**src/shared/nvm_pkg.sv**
```systemverilog
// Package: register map, control layout and memory command types
package nvm_pkg;
    timeunit 1ns;
    timeprecision 100ps;

    // Bus geometry
    localparam int AXI_ADDR_W = 16;
    localparam int AXI_DATA_W = 32;
    localparam int NVM_ADDR_W = 8;
    localparam int NVM_DATA_W = 8;

    // Register indices; byte address is four times the index
    localparam logic [11:0] CTRL_IDX   = 12'hFA6;
    localparam logic [11:0] UNLOCK_IDX = 12'hFA7;
    localparam logic [11:0] DATA_IDX   = 12'hFA8;
    localparam logic [11:0] ADDR_IDX   = 12'hFA9;
    localparam logic [11:0] STAT_IDX   = 12'hFAA;
    localparam logic [11:0] MASK_IDX   = 12'hFAB;

    // Control and status register field positions
    localparam int SPACE_BIT  = 7;
    localparam int CFG_BIT    = 6;
    localparam int ERASE_BIT  = 4;
    localparam int ABORT_BIT  = 3;
    localparam int PERMIT_BIT = 2;
    localparam int GO_BIT     = 1;
    localparam int RD_BIT     = 0;
    localparam int DONE_BIT   = 0;

    // Unlock keys, written in this order to the unlock port
    localparam logic [7:0] UNLOCK_KEY1 = 8'h55;
    localparam logic [7:0] UNLOCK_KEY2 = 8'hAA;

    // Reset values
    localparam logic [7:0] CTRL_RST = 8'h00;
    localparam logic [7:0] STAT_RST = 8'h00;
    localparam logic [7:0] MASK_RST = 8'h00;

    // Bus answers
    localparam logic [1:0] RESP_OKAY   = 2'h0;
    localparam logic [1:0] RESP_SLVERR = 2'h2;

    typedef enum logic [1:0] {
        ST_IDLE  = 2'b00,
        ST_WRITE = 2'b01,
        ST_READ  = 2'b10
    } state_type;

    typedef enum logic [1:0] {
        OP_READ  = 2'b00,
        OP_WRITE = 2'b01,
        OP_ERASE = 2'b10
    } op_type;

    typedef enum logic [1:0] {
        TGT_DATA = 2'b00,
        TGT_PROG = 2'b01,
        TGT_CFG  = 2'b10
    } target_type;

    // Control register, bit 7 down to bit 0
    typedef struct packed {
        logic space_select;
        logic config_space_select;
        logic unused5;
        logic erase_en;
        logic program_abort_flag;
        logic program_permit;
        logic go;
        logic rd;
    } ctrl_type;

    // Command towards the memory arrays
    typedef struct packed {
        logic                  start;
        op_type                op;
        target_type            target;
        logic [NVM_ADDR_W-1:0] addr;
        logic [NVM_DATA_W-1:0] wdata;
    } mem_cmd_type;

    function automatic logic [AXI_ADDR_W-1:0] reg_byte_addr(
        input logic [11:0] idx);
        reg_byte_addr = {2'b00, idx, 2'b00};
    endfunction

endpackage

```
**src/verilog/nvm_access_control.sv**
```systemverilog
// Nonvolatile memory access control with AXI4-Lite register slave

// Operation
// - Unlock port always reads as zero
// - Space select one means program flash
// - Config select overrides space select
// - Erase enable turns go into block erase
// - Erase enable clears when erase finishes
// - Writes need permit bit; permit resets clear
// - Warm reset during write sets abort flag
// - Data and address registers reset to zero
// - Setting go starts write or erase
// - Go is set-only; hardware clears on completion
// - Write or erase completion sets done flag; software clears it
module nvm_access_control
    import nvm_pkg::*;
(
    input  wire logic                  clk,
    input  wire logic                  rst,
    input  wire logic [AXI_ADDR_W-1:0] awaddr,
    input  wire logic                  awvalid,
    output logic                       awready,
    input  wire logic [AXI_DATA_W-1:0] wdata,
    input  wire logic [3:0]            wstrb,
    input  wire logic                  wvalid,
    output logic                       wready,
    output logic [1:0]                 bresp,
    output logic                       bvalid,
    input  wire logic                  bready,
    input  wire logic [AXI_ADDR_W-1:0] araddr,
    input  wire logic                  arvalid,
    output logic                       arready,
    output logic [AXI_DATA_W-1:0]      rdata,
    output logic [1:0]                 rresp,
    output logic                       rvalid,
    input  wire logic                  rready,
    input  wire logic                  external_reset_pin,
    input  wire logic                  wdt_reset,
    output mem_cmd_type                mem_cmd,
    input  wire logic                  mem_done,
    input  wire logic [NVM_DATA_W-1:0] mem_rdata,
    output logic                       irq
);
    timeunit 1ns;
    timeprecision 100ps;

    logic                  awready_r;
    logic                  wready_r;
    logic                  bvalid_r;
    logic [1:0]            bresp_r;
    logic                  arready_r;
    logic                  rvalid_r;
    logic [AXI_DATA_W-1:0] rdata_r;
    logic [1:0]            rresp_r;
    logic                  aw_hold_r;
    logic                  w_hold_r;
    logic [AXI_ADDR_W-1:0] aw_addr_r;
    logic [7:0]            w_data_r;
    logic                  w_lane_r;
    ctrl_type              ctrl_r;
    ctrl_type              ctrl_nxt;
    state_type             state_r;
    state_type             state_nxt;
    logic [1:0]            unlock_r;
    logic [1:0]            unlock_nxt;
    logic [NVM_DATA_W-1:0] data_r;
    logic [NVM_ADDR_W-1:0] addr_r;
    logic [7:0]            stat_r;
    logic [7:0]            mask_r;
    logic [7:0]            stat_nxt;
    mem_cmd_type           mem_cmd_r;
    logic                  irq_r;

    // Bus handshakes
    wire aw_take = awvalid & awready_r;
    wire w_take  = wvalid & wready_r;
    wire ar_take = arvalid & arready_r;
    wire do_wr   = aw_hold_r & w_hold_r & ~bvalid_r;

    // Write decode; only byte lane 0 carries register data
    wire wr_ctrl   = do_wr & w_lane_r
                   & (aw_addr_r == reg_byte_addr(CTRL_IDX));
    wire wr_unlock = do_wr & w_lane_r
                   & (aw_addr_r == reg_byte_addr(UNLOCK_IDX));
    wire wr_data   = do_wr & w_lane_r
                   & (aw_addr_r == reg_byte_addr(DATA_IDX));
    wire wr_addr   = do_wr & w_lane_r
                   & (aw_addr_r == reg_byte_addr(ADDR_IDX));
    wire wr_stat   = do_wr & w_lane_r
                   & (aw_addr_r == reg_byte_addr(STAT_IDX));
    wire wr_mask   = do_wr & w_lane_r
                   & (aw_addr_r == reg_byte_addr(MASK_IDX));
    wire wr_mapped = (aw_addr_r == reg_byte_addr(CTRL_IDX))
                   | (aw_addr_r == reg_byte_addr(UNLOCK_IDX))
                   | (aw_addr_r == reg_byte_addr(DATA_IDX))
                   | (aw_addr_r == reg_byte_addr(ADDR_IDX))
                   | (aw_addr_r == reg_byte_addr(STAT_IDX))
                   | (aw_addr_r == reg_byte_addr(MASK_IDX));

    // Warm resets; power-on reset is rst itself
    wire warm    = external_reset_pin | wdt_reset;
    wire idle    = (state_r == ST_IDLE);
    wire wr_done = (state_r == ST_WRITE) & mem_done;
    wire rd_done = (state_r == ST_READ) & mem_done;

    // go refused without permit or unlock
    wire go_ok = wr_ctrl & w_data_r[GO_BIT] & w_data_r[PERMIT_BIT]
               & (unlock_r == 2'h2) & idle & ~warm;
    wire rd_ok = wr_ctrl & w_data_r[RD_BIT] & ~w_data_r[GO_BIT]
               & idle & ~warm;

    // space select picks flash or data; config wins
    wire target_type go_target = w_data_r[CFG_BIT] ? TGT_CFG :
                                 w_data_r[SPACE_BIT] ? TGT_PROG : TGT_DATA;
    // erase enable turns go into erase
    wire op_type go_op = w_data_r[ERASE_BIT] ? OP_ERASE : OP_WRITE;

    // Read mux; unlock port has no storage, reads zero
    wire [7:0] rd_byte =
        (araddr == reg_byte_addr(CTRL_IDX))   ? {ctrl_r[7:6], 1'b0,
                                                  ctrl_r[4:0]} :
        (araddr == reg_byte_addr(DATA_IDX))   ? data_r :
        (araddr == reg_byte_addr(ADDR_IDX))   ? addr_r :
        (araddr == reg_byte_addr(STAT_IDX))   ? stat_r :
        (araddr == reg_byte_addr(MASK_IDX))   ? mask_r : 8'h00;
    wire rd_mapped = (araddr == reg_byte_addr(CTRL_IDX))
                   | (araddr == reg_byte_addr(UNLOCK_IDX))
                   | (araddr == reg_byte_addr(DATA_IDX))
                   | (araddr == reg_byte_addr(ADDR_IDX))
                   | (araddr == reg_byte_addr(STAT_IDX))
                   | (araddr == reg_byte_addr(MASK_IDX));

    // Write channel holding; ready drops while a beat is held
    always_ff @(posedge clk or posedge rst) begin
        if (rst) begin
            aw_hold_r <= 1'b0;
            w_hold_r  <= 1'b0;
            awready_r <= 1'b0;
            wready_r  <= 1'b0;
            aw_addr_r <= '0;
            w_data_r  <= 8'h00;
            w_lane_r  <= 1'b0;
            bvalid_r  <= 1'b0;
            bresp_r   <= RESP_OKAY;
        end else begin
            aw_hold_r <= (aw_hold_r | aw_take) & ~do_wr;
            w_hold_r  <= (w_hold_r | w_take) & ~do_wr;
            awready_r <= ~((aw_hold_r | aw_take) & ~do_wr);
            wready_r  <= ~((w_hold_r | w_take) & ~do_wr);
            if (aw_take)
                aw_addr_r <= awaddr;
            if (w_take) begin
                w_data_r <= wdata[7:0];
                w_lane_r <= wstrb[0];
            end
            if (do_wr) begin
                bvalid_r <= 1'b1;
                bresp_r  <= wr_mapped ? RESP_OKAY : RESP_SLVERR;
            end else if (bready)
                bvalid_r <= 1'b0;
        end
    end

    // Read channel; answer one cycle after the address is taken
    always_ff @(posedge clk or posedge rst) begin
        if (rst) begin
            arready_r <= 1'b0;
            rvalid_r  <= 1'b0;
            rdata_r   <= '0;
            rresp_r   <= RESP_OKAY;
        end else begin
            arready_r <= ~(ar_take | (rvalid_r & ~rready));
            if (ar_take) begin
                rvalid_r <= 1'b1;
                rdata_r  <= {24'h000000, rd_byte};
                rresp_r  <= rd_mapped ? RESP_OKAY : RESP_SLVERR;
            end else if (rready)
                rvalid_r <= 1'b0;
        end
    end

    // Unlock sequence tracker; a control write, a warm reset or a wrong key breaks it
    always_comb begin
        unlock_nxt = unlock_r;
        if (warm | wr_ctrl)
            unlock_nxt = 2'h0;
        else if (wr_unlock)
            unlock_nxt = (w_data_r == UNLOCK_KEY1) ? 2'h1 :
                         ((w_data_r == UNLOCK_KEY2) && (unlock_r == 2'h1))
                         ? 2'h2 : 2'h0;
    end

    // Control register and sequencer next state
    always_comb begin
        ctrl_nxt  = ctrl_r;
        state_nxt = state_r;
        if (warm) begin
            // space selects survive so software sees the target
            ctrl_nxt = CTRL_RST;
            ctrl_nxt.space_select        = ctrl_r.space_select;
            ctrl_nxt.config_space_select = ctrl_r.config_space_select;
            // write cut short by warm reset
            ctrl_nxt.program_abort_flag  =
                ctrl_r.program_abort_flag | (state_r == ST_WRITE);
            state_nxt = ST_IDLE;
        end else begin
            if (wr_ctrl) begin
                ctrl_nxt.space_select        = w_data_r[SPACE_BIT];
                ctrl_nxt.config_space_select = w_data_r[CFG_BIT];
                ctrl_nxt.erase_en            = w_data_r[ERASE_BIT];
                ctrl_nxt.program_abort_flag  = w_data_r[ABORT_BIT];
                ctrl_nxt.program_permit      = w_data_r[PERMIT_BIT];
            end
            if (go_ok) begin
                ctrl_nxt.go = 1'b1;
                state_nxt   = ST_WRITE;
            end else if (rd_ok) begin
                ctrl_nxt.rd = 1'b1;
                state_nxt   = ST_READ;
            end
            if (wr_done) begin
                ctrl_nxt.go = 1'b0;
                state_nxt   = ST_IDLE;
                // erase enable drops after an erase
                if (mem_cmd_r.op == OP_ERASE)
                    ctrl_nxt.erase_en = 1'b0;
            end
            if (rd_done) begin
                ctrl_nxt.rd = 1'b0;
                state_nxt   = ST_IDLE;
            end
        end
    end

    // done flag set wins over write-one clear
    assign stat_nxt = ((stat_r & ~({8{wr_stat}} & w_data_r))
                    | {7'h00, wr_done & ~warm}) & 8'h01;

    always_ff @(posedge clk or posedge rst) begin
        if (rst) begin
            ctrl_r   <= CTRL_RST;
            state_r  <= ST_IDLE;
            unlock_r <= 2'h0;
            stat_r   <= STAT_RST;
            mask_r   <= MASK_RST;
            irq_r    <= 1'b0;
        end else begin
            ctrl_r   <= ctrl_nxt;
            state_r  <= state_nxt;
            unlock_r <= unlock_nxt;
            stat_r   <= stat_nxt;
            if (wr_mask)
                mask_r <= w_data_r & 8'h01;
            irq_r    <= |(stat_nxt & (wr_mask ? w_data_r : mask_r));
        end
    end

    // data and address registers zero on any reset
    always_ff @(posedge clk or posedge rst) begin
        if (rst) begin
            data_r <= '0;
            addr_r <= '0;
        end else if (warm) begin
            data_r <= '0;
            addr_r <= '0;
        end else begin
            if (wr_data)
                data_r <= w_data_r;
            else if (rd_done)
                data_r <= mem_rdata;
            if (wr_addr)
                addr_r <= w_data_r;
        end
    end

    // Memory command; start is a one-cycle pulse
    always_ff @(posedge clk or posedge rst) begin
        if (rst) begin
            mem_cmd_r <= '0;
        end else begin
            mem_cmd_r.start <= go_ok | rd_ok;
            if (go_ok | rd_ok) begin
                mem_cmd_r.op     <= go_ok ? go_op : OP_READ;
                mem_cmd_r.target <= go_target;
                mem_cmd_r.addr   <= wr_addr ? w_data_r : addr_r;
                mem_cmd_r.wdata  <= data_r;
            end
        end
    end

    assign awready = awready_r;
    assign wready  = wready_r;
    assign bvalid  = bvalid_r;
    assign bresp   = bresp_r;
    assign arready = arready_r;
    assign rvalid  = rvalid_r;
    assign rdata   = rdata_r;
    assign rresp   = rresp_r;
    assign mem_cmd = mem_cmd_r;
    assign irq     = irq_r;

    property p_unlock_zero;
        @(posedge clk) disable iff (rst)
        ar_take && araddr == reg_byte_addr(UNLOCK_IDX)
            |=> rvalid_r && rdata_r == '0;
    endproperty
    a_unlock_zero: assert property (p_unlock_zero)
        else $error("unlock port read not zero");

    property p_cfg_target;
        @(posedge clk) disable iff (rst)
        mem_cmd_r.start && ctrl_r.config_space_select
            |-> mem_cmd_r.target == TGT_CFG;
    endproperty
    a_cfg_target: assert property (p_cfg_target)
        else $error("config select ignored");

    property p_space_target;
        @(posedge clk) disable iff (rst)
        mem_cmd_r.start && !ctrl_r.config_space_select
            |-> mem_cmd_r.target == (ctrl_r.space_select ? TGT_PROG
                                                         : TGT_DATA);
    endproperty
    a_space_target: assert property (p_space_target)
        else $error("space select ignored");

    property p_erase_op;
        @(posedge clk) disable iff (rst)
        mem_cmd_r.start && state_r == ST_WRITE
            |-> mem_cmd_r.op == (ctrl_r.erase_en ? OP_ERASE : OP_WRITE);
    endproperty
    a_erase_op: assert property (p_erase_op)
        else $error("erase enable not honoured");

    property p_erase_clear;
        @(posedge clk) disable iff (rst)
        wr_done && !warm && mem_cmd_r.op == OP_ERASE
            |=> !ctrl_r.erase_en && !ctrl_r.go;
    endproperty
    a_erase_clear: assert property (p_erase_clear)
        else $error("erase enable kept after erase");

    property p_permit_start;
        @(posedge clk) disable iff (rst)
        $rose(state_r == ST_WRITE) |-> ctrl_r.program_permit
            && mem_cmd_r.start;
    endproperty
    a_permit_start: assert property (p_permit_start)
        else $error("write started without permit");

    property p_abort;
        @(posedge clk) disable iff (rst)
        warm && state_r == ST_WRITE
            |=> ctrl_r.program_abort_flag && state_r == ST_IDLE
                && !ctrl_r.program_permit;
    endproperty
    a_abort: assert property (p_abort)
        else $error("abort flag not set");

    property p_keep_space;
        @(posedge clk) disable iff (rst)
        warm |=> ctrl_r.space_select == $past(ctrl_r.space_select)
            && ctrl_r.config_space_select
               == $past(ctrl_r.config_space_select);
    endproperty
    a_keep_space: assert property (p_keep_space)
        else $error("space select lost on warm reset");

    property p_zero_regs;
        @(posedge clk) disable iff (rst)
        warm |=> data_r == '0 && addr_r == '0;
    endproperty
    a_zero_regs: assert property (p_zero_regs)
        else $error("data or address not zeroed");

    property p_go_start;
        @(posedge clk) disable iff (rst)
        go_ok |=> mem_cmd_r.start && ctrl_r.go ##1 !mem_cmd_r.start;
    endproperty
    a_go_start: assert property (p_go_start)
        else $error("go did not start a cycle");

    property p_go_hold;
        @(posedge clk) disable iff (rst)
        state_r == ST_WRITE && !mem_done && !warm |=> ctrl_r.go;
    endproperty
    a_go_hold: assert property (p_go_hold)
        else $error("go cleared before completion");

    property p_done_flag;
        @(posedge clk) disable iff (rst)
        wr_done && !warm |=> stat_r[DONE_BIT] && !ctrl_r.go;
    endproperty
    a_done_flag: assert property (p_done_flag)
        else $error("done flag not set");

endmodule

```
**config.mk**
```make
export PLATFORM = sky130hd
export DESIGN_NAME = nvm_access_control
export DESIGN_NICKNAME = d
export VERILOG_FILES = /design/src/shared/nvm_pkg.sv /design/src/verilog/nvm_access_control.sv
export SDC_FILE = /design/constraint.sdc
export NUM_CORES = 1
export LEC_CHECK = 0
export ABC_CLOCK_PERIOD_IN_PS = 4100
export BUFFER_PORTS_ARGS = -buffer_cell sky130_fd_sc_hd__clkbuf_2
export CAP_MARGIN = 20
export CORE_UTILIZATION = 25
export DETAILED_ROUTE_END_ITERATION = 10
export GPL_ROUTABILITY_DRIVEN = 0
export GPL_TIMING_DRIVEN = 0
export SLEW_MARGIN = 0
export SYNTH_ARGS = -nofsm -noshare
export SYNTH_HDL_FRONTEND = slang
export SYNTH_SLANG_ARGS = --single-unit
```
**constraint.sdc**
```tcl
create_clock -name clk -period 4.1 [get_ports clk]
set_input_delay 0.41 -clock clk [delete_from_list [all_inputs] [get_ports clk]]
set_output_delay 0.41 -clock clk [all_outputs]
set_load 0.02 [all_outputs]
```
* Word level (Yosys, flattened, before mapping) *
Index checks and enable logic that the tools add are counted.

storage, ports and cells
  logic and storage cells = 161
  output and inout port bits = 63
  flip-flop bits (word level) = 95

operators by class
  multiplexer cells = 39
  bitwise operators = 57
  eq/ne operators = 20
  reduce and logical (&&, ||, !) cells = 13

operators by type and width
  operator                number
  $eq A16 B14 Y1 const B  12
  $mux W8                 9
  $and A1 B1 Y1           29
  $mux W2                 14
  $or A1 B1 Y1            18
  $mux W1                 14
  $not A1 Y1              9
  $reduce_bool A3 Y1      3
  $and A1 B8 Y8           1
  $eq A8 B7 Y1 const B    1
  $eq A8 B8 Y1 const B    1
  $reduce_bool A2 Y1      4
  $reduce_or A8 Y1        1
  $eq A2 B2 Y1 const B    3
  $mux W5                 1
  $reduce_bool A5 Y1      1
  $eq A2 B1 Y1 const B    2
  $reduce_and A2 Y1       2
  $mux W3                 1
  $ne A3 B3 Y1 const B    1
  $logic_not A2 Y1        1
  $logic_and A1 B1 Y1     1

* Depth between registers and ports, before layout *
  depth after elaboration = 13
  depth in mapped cells = 7
  depth with buffers taken out = 5

* Worst setup path before layout *
No wires, ideal clock.

  path type = register to register
  start = register aw_addr_r[15]
  end = register mem_cmd_r (netlist bit mem_cmd[7])
  buffers on the path = 1
  cell stages (with the launch flop) = 7
  arrival time = 1.903 ns
  path slack = 2.070 ns
  library setup time = 0.127 ns
  path through = dfrtp_1 or4b_4 nor4_4 nand3_4 clkinv_2 buf_8 mux2_1

between the ends
  longest elaborated chain between the ends = 8
  elaborated cells between the ends (all ways) = 12
  classes of those cells = 1 x eq/ne; 11 x bitwise

ends and longest elaborated chain
  item                         line                       source
  start, declared              nvm_access_control.sv:57   logic [AXI_ADDR_W-1:0] aw_addr_r;
  start signal, assigned       nvm_access_control.sv:151  aw_addr_r <= awaddr;
  $eq A16 B14 Y1 *             nvm_access_control.sv:82   & (aw_addr_r == reg_byte_addr(CTRL_IDX));
  $and A1 B1 Y1 *              nvm_access_control.sv:82
  $and A1 B1 Y1 (2 in series)  nvm_access_control.sv:107  wire go_ok = wr_ctrl & w_data_r[GO_BIT] & w_data_r[PERMIT_BIT]
  $and A1 B1 Y1 (3 in series)  nvm_access_control.sv:108  & (unlock_r == 2'h2) & idle & ~warm;
  $or A1 B1 Y1 *               nvm_access_control.sv:282  if (go_ok | rd_ok) begin
  end, declared                nvm_access_control.sv:71   mem_cmd_type mem_cmd_r;

Mark *: on every way between the ends. The rest lies on a longest branch, timed or not.
A chain may end at the register's enable or synchronous reset.

* Final worst setup path *
  start = register aw_addr_r[1]
  end = register irq_r (netlist: irq)

between the ends
  longest elaborated chain between the ends = 8
  elaborated cells between the ends (all ways) = 11
  classes of those cells = 2 x eq/ne; 1 x mux; 7 x bitwise; 1 x reduce/logical

ends and longest elaborated chain
  item                  line                       source
  $eq A16 B14 Y1        nvm_access_control.sv:90   & (aw_addr_r == reg_byte_addr(STAT_IDX));
  $and A1 B1 Y1         nvm_access_control.sv:90
  $and A1 B1 Y1         nvm_access_control.sv:236  assign stat_nxt = ((stat_r & ~({8{wr_stat}} & w_data_r))
  $not A1 Y1            nvm_access_control.sv:236
  $and A1 B1 Y1         nvm_access_control.sv:236
  $or A1 B1 Y1          nvm_access_control.sv:237  | {7'h00, wr_done & ~warm}) & 8'h01;
  $and A1 B8 Y8 *       nvm_access_control.sv:254  irq_r <= |(stat_nxt & (wr_mask ? w_data_r : mask_r));
  $reduce_or A8 Y1 *    nvm_access_control.sv:254
  end signal, assigned  nvm_access_control.sv:254
  end, declared         nvm_access_control.sv:72   logic irq_r;

Marks and branches as above.

==> flow_metrics.env <==
export IMPL_status="finished, final reports clean"
export IMPL_grt_max_degree=71
export IMPL_vias_per_cell=4.74
export IMPL_start_util_pct=25.8
export IMPL_path_cells="nor4bb_1 > nand3_1 > clkbuf_1 > o41ai_1 > a22oi_1"
export IMPL_drive_gt1_share_pct=35.4
export IMPL_drc_errors=0
export IMPL_grt_pass1_vias=3611
export IMPL_reg2reg_slack_ns=1.57
export IMPL_cp_slowest_cell="nor4bb_1"
export IMPL_htree_levels=3
export IMPL_ys_ff_latch=93
export IMPL_synth_cell_area_sq_um=4500
export IMPL_min_period_ns=2.53
export IMPL_portBuffers=94
export IMPL_first_pass_iters=4
export IMPL_ys_warn_count=0
export IMPL_core_area_sq_um=17400
export IMPL_wire_per_inst_microns=15.9
export IMPL_ys_flop_type="dfrtp_1"
export IMPL_async_reset_ff_share_pct=100
export IMPL_yosysUniqueCellTypes=50
export IMPL_grt_pass1_wl_mm=19.6
export IMPL_wirelength_mm=12.1
export IMPL_layout_nets=620
export IMPL_cts_buffers=9
export IMPL_fillers=1805
export IMPL_drt_iter0_markers=224
export IMPL_max_stage_delay_ns=0.53
export IMPL_path_max_fanout=10
export IMPL_insertion_delay_ns=0.34
export IMPL_maxSlewViolCount=0
export IMPL_critical_path_required_ns=4.29
export IMPL_slew_headroom_pct=44.0
export IMPL_pre_cts_ws_ns=1.57
export IMPL_critPathLaunchType="register"
export IMPL_cts_root_buffer="clkbuf_16"
export IMPL_area_growth_pct=26.1
export IMPL_criticalPathCategory="reg2reg"
export IMPL_cp_end_kind="register"
export IMPL_via_count=3624
export IMPL_min_path_type="in2async"
export IMPL_antenna_found_initial=0
export IMPL_ys_top_cells_by_area="dfrtp_1, mux2_2, buf_4"
export IMPL_clockBufferDepth=2
export IMPL_ir_drop_mv=0.287
export IMPL_drv_cap=0
export IMPL_dp_hpwl_mm=9.47
export IMPL_fp_dieH_microns=136
export IMPL_fmax_mhz=395
export IMPL_syn_area_per_cell_sq_um=11.2
export IMPL_clkTransAtPathRegs_ns=0.07
export IMPL_synth_edff_count=0
export IMPL_rsz0062_at_grt="false"
export IMPL_clock_skew_ns=0.00844
export IMPL_crit_arrival_ns=2.72
export IMPL_period_share_pct=61.8
export IMPL_die_width_microns=136
export IMPL_ys_seq_area_share_pct=51.7
export IMPL_cts_tree="yes"
export IMPL_fin_ws_ns=1.57
export IMPL_finalInstanceArea_sq_um=5670
export IMPL_placed_area_sq_um=5370
export IMPL_overflow=0
export IMPL_power_density_nw_per_um2=479
export IMPL_finalHoldViolCount=0
export IMPL_reg2regPathDepth=5
export IMPL_yosys_area_top_type_share_pct=51.7
export IMPL_post_cts_buffers=0
export IMPL_cts_sinks=93
export IMPL_grt_util_all_layers_pct=13.9
export IMPL_rows=48
export IMPL_setup_viol_count_final=0
export IMPL_diodes=0
export IMPL_tightestPinTransition_ns=0.839
export IMPL_die_area_sq_um=18500
export IMPL_tns_ns=0
export IMPL_final_common_cell="clkbuf_2"
export IMPL_cts_resized=0
export IMPL_antenna_left=0
export IMPL_syn_inst=403
export IMPL_num_io_pins=149
export IMPL_timing_rr_start="aw_addr_r[1]"
export IMPL_cts_hold_fix_buffers=0
export IMPL_timing_rr_end="irq"
export IMPL_leakage_nw=2.69
export IMPL_layout_common_cells="clkbuf_2, dfrtp_1, mux2_2"
export IMPL_synth_area_leader_cell="dfrtp_1"
[cells in the mapped netlist (9+ instances only)]
master,number
a21oi_1,13
o21ai_0,29
mux2_2,40
nor3_1,11
mux2i_1,9
nand2_1,20
nor4_1,10
inv_1,12
clkbuf_1,21
dfrtp_1,93
buf_4,26
a31oi_1,19
nand4_1,12
[registers in the layout, indices dropped and copies added (netlist names), 7 cells and up]
signal / flops
addr_r: 8
data_r: 8
w_data_r: 8
mem_cmd: 21
ctrl_r: 7
aw_addr_r: 16
rdata: 8
[metrics by stage]
stage	power, mW	util (%)	instances	hold WS, ns
after global routing	2.86	32.6	764	0.0621
after global placement	1.86	30.7	747	0.476
after floorplan	1.66	-	428	0.463
final	2.72	32.6	764	0.0295
after detailed placement	1.89	30.9	748	0.405
after CTS	2.74	32.6	764	0.0406
[cell type report]
class | instances | area, sq um | share of cell area, %
Buffer | 51 | 303 | 5.34
Clock buffer | 10 | 229 | 4.04
Inverter | 13 | 52.6 | 0.926
Sequential cell | 93 | 2330 | 41.0
Timing Repair Buffer | 95 | 498 | 8.78
Clock inverter | 6 | 71.3 | 1.26
Multi-Input combinational cell | 271 | 1910 | 33.7
Tap cell | 225 | 282 | 4.96
[worst max path at each step]
stage / start / slack, ns / end
6_report: aw_addr_r[1] / 1.57 / irq
5_1_grt: aw_addr_r[1] / 1.26 / irq
4_1_cts: aw_addr_r[1] / 1.57 / irq
3_5_place_dp: aw_addr_r[1] / 1.57 / irq
3_3_place_gp: rst / 0.17 / mem_cmd[20]
2_1_floorplan: rst / 1.27 / addr_r[0]
[power breakdown]
group	total [mW]	internal, mW	switching, mW
Sequential	1.28	1.08	0.198
Combinational	0.602	0.258	0.344
Clock	0.840	0.479	0.361
Total	2.72	1.82	0.903
[worst max-delay path, delay by kind of cell (launching register included)]
family | cells | cell delay (ns)
AOI/OAI and AO/OA | 2 | 0.62
buffers and inverters | 1 | 0.34
DFF | 1 | 0.39
and+or+nand+nor | 2 | 1.01
[cell families after synthesis]
family	count (synthesis)	share of synthesized area, %
simple gates	109	15.7
mux	51	12.8
buf+inv	64	7.84
other cells	1	0.0834
compound gates	85	11.8
flops	93	51.7
[per-layer routing]
layer	wire, microns	vias up	global-route usage [%]
met4	190	0	4.01
met5	0	-	0
met1	5300	1731	19.1
met2	5630	169	21.5
met3	1010	17	3.24
li1	-	1707	-
(Power assumes the default switching activity.)
